`config.mk`:
```
export PLATFORM = sky130hd
export DESIGN_NAME = fwsr_poller
export DESIGN_NICKNAME = d
export VERILOG_FILES = /design/src/design/fwsr_bus_cycle.v /design/src/design/fwsr_poller.v
export VERILOG_INCLUDE_DIRS = /design/src /design/src/design
export SDC_FILE = /design/constraint.sdc
export NUM_CORES = 1
export LEC_CHECK = 0
export ABC_AREA = 0
export BUFFER_PORTS_ARGS = -buffer_cell sky130_fd_sc_hd__buf_2
export CAP_MARGIN = 0
export CORE_UTILIZATION = 55
export CTS_CLUSTER_DIAMETER = 120
export DETAILED_ROUTE_END_ITERATION = 8
export GPL_TIMING_DRIVEN = 0
export PLACE_DENSITY_LB_ADDON = 0.1
export SYNTH_ARGS = -nofsm -noshare
export SYNTH_HDL_FRONTEND = slang
export SYNTH_HIERARCHICAL = 1
export SYNTH_SLANG_ARGS = --single-unit
```
`constraint.sdc`:
```
create_clock -name clock -period 4.25 [get_ports clock]
set_input_delay 1.275 -clock clock [delete_from_list [all_inputs] [get_ports clock]]
set_output_delay 1.275 -clock clock [all_outputs]
set_load 0.05 [all_outputs]
```
`src/design/fwsr_regs.vh`:
```
// constants for the flash write-status polling controller
`ifndef FWSR_REGS_VH
`define FWSR_REGS_VH
// status bit positions on the data bus
`define FWSR_BIT_POLL          7
`define FWSR_BIT_TOGGLE        6
`define FWSR_BIT_FAIL          5
`define FWSR_BIT_TIMER         3
`define FWSR_BIT_SECTOR        2
// operation kinds on the user port
`define FWSR_OP_PROGRAM        2'h0
`define FWSR_OP_SECTOR_ERASE   2'h1
`define FWSR_OP_CHIP_ERASE     2'h2
`define FWSR_OP_ADD_SECTOR     2'h3
// result codes
`define FWSR_RES_DONE          2'h0
`define FWSR_RES_FAIL          2'h1
`define FWSR_RES_TIMER_LATE    2'h2
// command bytes
`define FWSR_CMD_RESET         8'hF0
`define FWSR_CMD_SECTOR_ERASE  8'h30
// bus cycle timing in ns and in clocks
`define FWSR_CYCLE_NS          40
`define FWSR_CLK_NS            10
`define FWSR_CYCLE_CLKS        ((`FWSR_CYCLE_NS + `FWSR_CLK_NS - 1) / `FWSR_CLK_NS)
`endif

```
`src/design/fwsr_bus_cycle.v`:
```
// single read or write cycle on the flash parallel pins
`timescale 1ns/1ps
module fwsr_bus_cycle #(
  parameter AW    = 20,
  parameter DW    = 8,
  parameter CLKS  = 4
) (
  input  wire          clock,
  input  wire          reset,
  input  wire          start,
  input  wire          write,
  input  wire [AW-1:0] addr,
  input  wire [DW-1:0] wdata,
  output reg           done_r,
  output reg  [DW-1:0] rdata_r,
  output reg           ce_n_r,
  output reg           oe_n_r,
  output reg           we_n_r,
  output reg  [AW-1:0] a_r,
  output reg  [DW-1:0] dq_out_r,
  output reg           dq_oe_r,
  input  wire [DW-1:0] dq_in
);
  reg [7:0] cnt_r;
  reg       busy_r;
  reg       wr_r;
  // -----------------------------
  // strobe sequencing
  // -----------------------------
  always @(posedge clock)
  begin
    done_r <= 1'b0;
    if (reset)
    begin
      busy_r   <= 1'b0;
      wr_r     <= 1'b0;
      cnt_r    <= 8'h00;
      ce_n_r   <= 1'b1;
      oe_n_r   <= 1'b1;
      we_n_r   <= 1'b1;
      a_r      <= {AW{1'b0}};
      dq_out_r <= {DW{1'b0}};
      dq_oe_r  <= 1'b0;
      rdata_r  <= {DW{1'b0}};
    end
    else if (!busy_r)
    begin
      if (start)
      begin
        busy_r   <= 1'b1;
        wr_r     <= write;
        cnt_r    <= CLKS[7:0];
        a_r      <= addr;
        dq_out_r <= wdata;
        dq_oe_r  <= write;
        ce_n_r   <= 1'b0;
        oe_n_r   <= write;
        we_n_r   <= ~write;
      end
    end
    else if (cnt_r != 8'h00)
      cnt_r <= cnt_r - 8'h01;
    else
    begin
      // rising strobe ends the cycle; read data latched here
      if (!wr_r)
        rdata_r <= dq_in;
      busy_r  <= 1'b0;
      ce_n_r  <= 1'b1;
      oe_n_r  <= 1'b1;
      we_n_r  <= 1'b1;
      dq_oe_r <= 1'b0;
      done_r  <= 1'b1;
    end
  end
endmodule // fwsr_bus_cycle

```
`src/design/fwsr_poller.v`:
```
// host-side status poller for an asynchronous nor flash
// Operation
// primary toggle readable at any address
// primary toggle inverts per read while busy
// all-protected erase toggles about 100 us
// partly protected erase skips protected sectors
// toggle stops when erase suspended
// protected program toggles about 1 us
// suspend-program toggles until program done
// sector toggle bit toggles in erase sectors
// sector toggle valid after final strobe
// combine both toggles for sector mode
// double read; unchanged toggle means done
// toggling plus fail flag: recheck, reset
// resumed polling restarts from double read
// fail flag high past pulse limit
// programming zero to one fails
// after failure issue reset command
// erase timer flag low during time-out
// timer high: only suspend accepted
// timer ignorable if commands under 50 us
// check timer before and after sector add
// supply valid address for sector toggle
// poll bit complement while programming
// poll bit zero during erase
// ready/busy low while busy
// idle array reads show no toggling
`timescale 1ns/1ps
`include "fwsr_regs.vh"
module fwsr_poller #(
  parameter AW = 20,
  parameter DW = 8
) (
  input  wire          clock,
  input  wire          reset,
  input  wire          op_start,
  input  wire [1:0]    op_kind,
  input  wire [AW-1:0] op_addr,
  input  wire          op_abandon,
  output reg           op_busy_r,
  output reg           op_done_r,
  output reg  [1:0]    op_result_r,
  output reg           suspended_r,
  output reg           sector_erasing_r,
  output reg           ready_r,
  output reg  [DW-1:0] last_status_r,
  output wire          flash_ce_n,
  output wire          flash_oe_n,
  output wire          flash_we_n,
  output wire [AW-1:0] flash_addr,
  output wire [DW-1:0] flash_dq_out,
  output wire          flash_dq_oe,
  input  wire [DW-1:0] flash_dq_in,
  input  wire          ready_busy_n_output
);
  localparam S_IDLE   = 4'd0;
  localparam S_TMR0   = 4'd1;
  localparam S_ADD    = 4'd2;
  localparam S_TMR1   = 4'd3;
  localparam S_RD1    = 4'd4;
  localparam S_RD2    = 4'd5;
  localparam S_RD3    = 4'd6;
  localparam S_RESET  = 4'd7;
  localparam S_FINISH = 4'd8;

  reg  [3:0]    state_r;
  reg  [3:0]    state_nxt;
  reg  [AW-1:0] addr_r;
  reg  [1:0]    kind_r;
  reg  [DW-1:0] first_r;
  reg  [1:0]    res_r;
  reg           cyc_start;
  reg           cyc_write;
  reg  [DW-1:0] cyc_wdata;
  wire          cyc_done;
  wire [DW-1:0] cyc_rdata;
  wire [AW-1:0] cyc_addr;

  // first cycle of an operation starts on the same edge that loads addr_r
  assign cyc_addr = (state_r == S_IDLE) ? op_addr : addr_r;

  function toggled;
    input [DW-1:0] a;
    input [DW-1:0] b;
    begin
      toggled = a[`FWSR_BIT_TOGGLE] ^ b[`FWSR_BIT_TOGGLE];
    end
  endfunction

  fwsr_bus_cycle #(
    .AW   (AW),
    .DW   (DW),
    .CLKS (`FWSR_CYCLE_CLKS)
  ) u_cyc (
    .clock    (clock),
    .reset    (reset),
    .start    (cyc_start),
    .write    (cyc_write),
    .addr     (cyc_addr),
    .wdata    (cyc_wdata),
    .done_r   (cyc_done),
    .rdata_r  (cyc_rdata),
    .ce_n_r   (flash_ce_n),
    .oe_n_r   (flash_oe_n),
    .we_n_r   (flash_we_n),
    .a_r      (flash_addr),
    .dq_out_r (flash_dq_out),
    .dq_oe_r  (flash_dq_oe),
    .dq_in    (flash_dq_in)
  );

  // -----------------------------
  // next state and cycle launch
  // -----------------------------
  always @*
  begin
    state_nxt = state_r;
    cyc_start = 1'b0;
    cyc_write = 1'b0;
    cyc_wdata = {DW{1'b0}};
    case (state_r)
      S_IDLE:
        if (op_start)
        begin
          cyc_start = 1'b1;
          if (op_kind == `FWSR_OP_ADD_SECTOR)
            state_nxt = S_TMR0;
          else
            state_nxt = S_RD1;
        end
      S_TMR0:
        if (cyc_done)
        begin
          cyc_start = 1'b1;
          if (cyc_rdata[`FWSR_BIT_TIMER])
          begin
            state_nxt = S_RD1;
          end
          else
          begin
            cyc_write = 1'b1;
            cyc_wdata = `FWSR_CMD_SECTOR_ERASE;
            state_nxt = S_ADD;
          end
        end
      S_ADD:
        if (cyc_done)
        begin
          cyc_start = 1'b1;
          state_nxt = S_TMR1;
        end
      S_TMR1:
        if (cyc_done)
        begin
          cyc_start = 1'b1;
          state_nxt = S_RD1;
        end
      S_RD1:
        if (op_abandon)
          state_nxt = S_FINISH;
        else if (cyc_done)
        begin
          cyc_start = 1'b1;
          state_nxt = S_RD2;
        end
      S_RD2:
        if (cyc_done)
        begin
          if (!toggled(first_r, cyc_rdata))
            state_nxt = S_FINISH;
          else if (cyc_rdata[`FWSR_BIT_FAIL])
          begin
            cyc_start = 1'b1;
            state_nxt = S_RD3;
          end
          else
          begin
            cyc_start = 1'b1;
            state_nxt = S_RD2;
          end
        end
      S_RD3:
        if (cyc_done)
        begin
          if (!toggled(first_r, cyc_rdata))
            state_nxt = S_FINISH;
          else
          begin
            cyc_start = 1'b1;
            cyc_write = 1'b1;
            cyc_wdata = `FWSR_CMD_RESET;
            state_nxt = S_RESET;
          end
        end
      S_RESET:
        if (cyc_done)
          state_nxt = S_FINISH;
      S_FINISH:
        state_nxt = S_IDLE;
      default:
        state_nxt = S_IDLE;
    endcase
  end

  // -----------------------------
  // registers
  // -----------------------------
  always @(posedge clock)
  begin
    if (reset)
    begin
      state_r          <= S_IDLE;
      addr_r           <= {AW{1'b0}};
      kind_r           <= 2'h0;
      first_r          <= {DW{1'b0}};
      res_r            <= `FWSR_RES_DONE;
      op_busy_r        <= 1'b0;
      op_done_r        <= 1'b0;
      op_result_r      <= `FWSR_RES_DONE;
      suspended_r      <= 1'b0;
      sector_erasing_r <= 1'b0;
      ready_r          <= 1'b0;
      last_status_r    <= {DW{1'b0}};
    end
    else
    begin
      state_r   <= state_nxt;
      op_done_r <= 1'b0;
      ready_r   <= ready_busy_n_output;
      if (state_r == S_IDLE && op_start)
      begin
        addr_r    <= op_addr;
        kind_r    <= op_kind;
        res_r     <= `FWSR_RES_DONE;
        op_busy_r <= 1'b1;
      end
      if (cyc_done)
        last_status_r <= cyc_rdata;
      if (state_r == S_TMR1 && cyc_done && cyc_rdata[`FWSR_BIT_TIMER])
        res_r <= `FWSR_RES_TIMER_LATE;
      if (state_r == S_TMR0 && cyc_done && cyc_rdata[`FWSR_BIT_TIMER])
        res_r <= `FWSR_RES_TIMER_LATE;
      if ((state_r == S_RD1 || state_r == S_RD2) && cyc_done)
        first_r <= cyc_rdata;
      if (state_r == S_RD2 && cyc_done)
      begin
        // primary toggle plus sector toggle pair
        suspended_r      <= ~toggled(first_r, cyc_rdata) & (first_r[`FWSR_BIT_SECTOR] ^ cyc_rdata[`FWSR_BIT_SECTOR]);
        sector_erasing_r <= toggled(first_r, cyc_rdata) & (first_r[`FWSR_BIT_SECTOR] ^ cyc_rdata[`FWSR_BIT_SECTOR]);
      end
      if (state_r == S_RD3 && cyc_done && toggled(first_r, cyc_rdata))
        res_r <= `FWSR_RES_FAIL;
      if (state_r == S_FINISH)
      begin
        op_busy_r   <= 1'b0;
        op_done_r   <= ~op_abandon | (res_r != `FWSR_RES_DONE);
        op_result_r <= res_r;
      end
    end
  end
endmodule // fwsr_poller

```
==> results.py <==
metrics = {
    "outcome": {
        "status": "complete, no violations",
    },
    "floorplanning": {
        "fp.dieH_um": 88.3,
        "dieArea_sq_mm": 0.00780,
        "ioPinCount": 82,
        "start_util": 0.568,
        "fp.dieW_um": 88.3,
        "core_area_sq_mm": 0.00721,
        "std_cell_rows": 31,
    },
    "pwr": {
        "vdd_drop_max_mv": 0.430,
        "total_power_mw": 3.63,
        "leakagePower_nw": 1.96,
        "power_density_mw_per_mm2": 747,
    },
    "worst_setup_path": {
        "slowest_delay_ns": 0.44,
        "r2r-end": "u_cyc/a_r[15]",
        "required_ns": 4.53,
        "start_kind": "input pin",
        "arrival_ns": 3.51,
        "crit_chain": "buf_2 > nand2b_1 > mux2i_1 > o311ai_0 > nand2_1 > nand2b_1 > clkbuf_1 > clkbuf_1 > nand2_1 > a21oi_1",
        "path_buf_inv": 3,
        "r2r_slack_ns": 1.22,
        "crit_path_end_kind": "flip-flop",
        "worst-setup-path-type": "in -> reg",
        "slowest_stage": "clkbuf_1",
        "critPathTopFamily": "buffers and inverters",
        "critPathMaxFanout": 10,
        "rr_startpoint": "u_cyc/rdata_r[6]",
        "reg2reg_depth": 10,
    },
    "timing": {
        "finClkSkew_ns": 0.0101,
        "maxSlewViolCount": 0,
        "setup_viol": 0,
        "fin_tns_setup_ns": 0,
        "rsz0062_at_grt": "false",
        "holdWs_ns": 0.456,
        "finalCritPeriodShare": 0.761,
        "fmax_mhz": 309,
        "period_needed_ns": 3.23,
        "hold_viol_final": 0,
        "worst_slew_pin_slew_ns": 1.25,
        "maxSlewHeadroom": 0.152,
    },
    "place": {
        "place_congestion": 0.902,
        "io_buffers": 81,
        "dp_hpwl_mm": 7.11,
    },
    "min_path": {
        "hold_depth": 2,
        "holdPathEnd": "u_cyc/a_r[14]",
        "hp-start": "u_cyc/a_r[14]",
        "worst_hold_path_type": "reg -> reg",
    },
    "logic_synthesis": {
        "yosysWarnings": 6,
        "synth_flop_cell": "dfxtp_1",
        "synthesis.instances": 481,
        "synth_cell_type_count": 56,
        "synth-edff-count": 0,
        "syn_area_sq_mm": 0.00410,
        "ys_seq_area_frac": 0.459,
        "syn_avg_cell_area_sq_um": 8.52,
        "ys_ff_latch": 94,
        "async_reset_ff_frac": 0,
    },
    "global_routing": {
        "grt_max_degree": 16,
        "grt_pass1_wl_mm": 15.7,
        "grt_pass1_vias": 3204,
        "grt_usage": 0.264,
        "grt_overflow_total": 0,
        "antenna_found_initial": 0,
    },
    "route": {
        "vias": 3649,
        "drt-initial-drc-count": 143,
        "met2_length_mm": 4.71,
        "final_antenna_net_count": 0,
        "dr.max_layer_used": "met4",
        "dr.pass1.iters": 4,
        "drc_errors": 0,
        "m1WireLength_mm": 4.67,
        "via_per_inst": 5.37,
        "routed-wl-met3_um": 404,
        "wl_per_cell_um": 14.6,
        "wl_mm": 9.91,
    },
    "clock_network": {
        "htreeDepth": 3,
        "hold_buffers": 0,
        "cts_tree": "built",
        "post_cts_buffers": 0,
        "cts_buffers": 9,
        "worstSkewPairLatency_ns": 0.36,
        "cts-root-buf": "clkbuf_8",
        "cts_buffer_depth": 2,
        "cts_resized": 0,
        "cts.sinks": 94,
        "path_clk_slew_ns": 0.09,
    },
    "layout": {
        "area_delta_synth_final_pct": 18.6,
        "final_common_cell": "nand2_1",
        "drive_gt1_frac": 0.245,
        "final_cell_mix": "nand2_1 (128), dfxtp_1 (94), buf_2 (90)",
        "diodes": 0,
        "utilization": 0.673,
        "nNetsFinal": 612,
    },
    "job": {
        "maxCapViolCount": 0,
    },
}
## power by group
group / internal [mW] / switching [mW]
clock: 0.345 / 0.313
combinational: 0.617 / 1.14
sequential: 1.07 / 0.136
## registers in the layout, indices dropped and copies added (netlist names)
signal,cells
addr_r,20
first_r,2
last_status_r,8
op_busy_r,1
op_done_r,1
op_result_r,2
ready_r,1
res_r,2
sector_erasing_r,1
state_r,4
suspended_r,1
u_cyc/a_r,20
u_cyc/busy_r,1
u_cyc/ce_n_r,1
u_cyc/cnt_r,8
u_cyc/done_r,1
u_cyc/dq_oe_r,1
u_cyc/dq_out_r,8
u_cyc/oe_n_r,1
u_cyc/rdata_r,8
u_cyc/we_n_r,1
u_cyc/wr_r,1
## synth_stat cells, types with 2 or more instances
library cell / n / share of area
a211oi_1: 5 / 0.0092
a21oi_1: 60 / 0.073
a311oi_1: 2 / 0.0043
a31oi_1: 4 / 0.0061
and3_1: 3 / 0.0046
buf_2: 9 / 0.011
buf_4: 2 / 0.0037
clkbuf_1: 21 / 0.019
dfxtp_1: 94 / 0.46
inv_1: 8 / 0.0073
mux2_2: 21 / 0.058
mux2i_1: 22 / 0.054
nand2_1: 128 / 0.12
nand2b_1: 5 / 0.0076
nand3_1: 5 / 0.0061
nand3b_1: 4 / 0.0073
nor2_1: 23 / 0.021
nor2b_1: 5 / 0.0076
nor3_1: 7 / 0.0086
nor4_1: 2 / 0.0031
nor4_4: 2 / 0.010
o21ai_0: 11 / 0.013
o311ai_0: 2 / 0.0043
or3_1: 4 / 0.0061
## worst reg2reg max path, cell delays in order, from the launching register on
cell	delay, ns
dfxtp_1	0.37
xnor2_2	0.32
buf_2	0.30
mux2i_1	0.10
o311ai_0	0.40
nand2_1	0.27
nand2b_1	0.14
clkbuf_1	0.31
clkbuf_1	0.44
nand2_1	0.10
a21oi_1	0.19
## stage by stage
stage          area [sq um]  setup slack, ns  std cells
6_report               4860             1.02        679
5_1_grt                4860            0.889        679
4_1_cts                4860             1.07        679
3_5_place_dp           4640            0.724        664
3_3_place_gp           4640            0.697        664
2_1_floorplan          4110             1.51        484
## area by class of cell
type                       instances  area, sq um
buffer                            33          150
clock buffer                      10          138
clock inverter                     5         83.8
fill                             662         2360
inverter                           8         30.0
multi-input combinational        349         2050
sequential                        94         1880
tap                               99          124
timing repair buffer              81          405
## worst max path at each step
stage	end	depth (start not counted)	start	slack, ns
2_1_floorplan	u_cyc/a_r[0]	9	op_abandon	1.51
5_1_grt	u_cyc/a_r[15]	10	op_abandon	0.89
3_3_place_gp	u_cyc/a_r[9]	10	op_abandon	0.70
6_report	u_cyc/a_r[15]	10	op_abandon	1.02
3_5_place_dp	u_cyc/a_r[15]	10	op_abandon	0.72
4_1_cts	u_cyc/a_r[15]	10	op_abandon	1.07
## layer usage
| metal | vias to the layer above | GRT usage |
|---|---|---|
| li1 | 1835 | - |
| met1 | 1713 | 0.348 |
| met2 | 89 | 0.434 |
| met3 | 12 | 0.0569 |
| met4 | 0 | 0.0792 |
| met5 | - | 0 |
## cell families (layout without fill, tap and decap cells)
| logic type | Yosys count | count (layout) | synth area share |
|---|---|---|---|
| flip-flops | 94 | 94 | 0.459 |
| adder cells (fa/ha/maj) | 1 | 1 | 0.00305 |
| multiplexers | 43 | 43 | 0.111 |
| XOR/XNOR | 2 | 2 | 0.00611 |
| buffers and inverters | 41 | 137 | 0.0440 |
| other | 1 | 4 | 0.000915 |
| AO/OA/AOI/OAI | 99 | 99 | 0.147 |
| AND/OR/NAND/NOR | 200 | 200 | 0.228 |
Power figures use the tool's default switching activity.
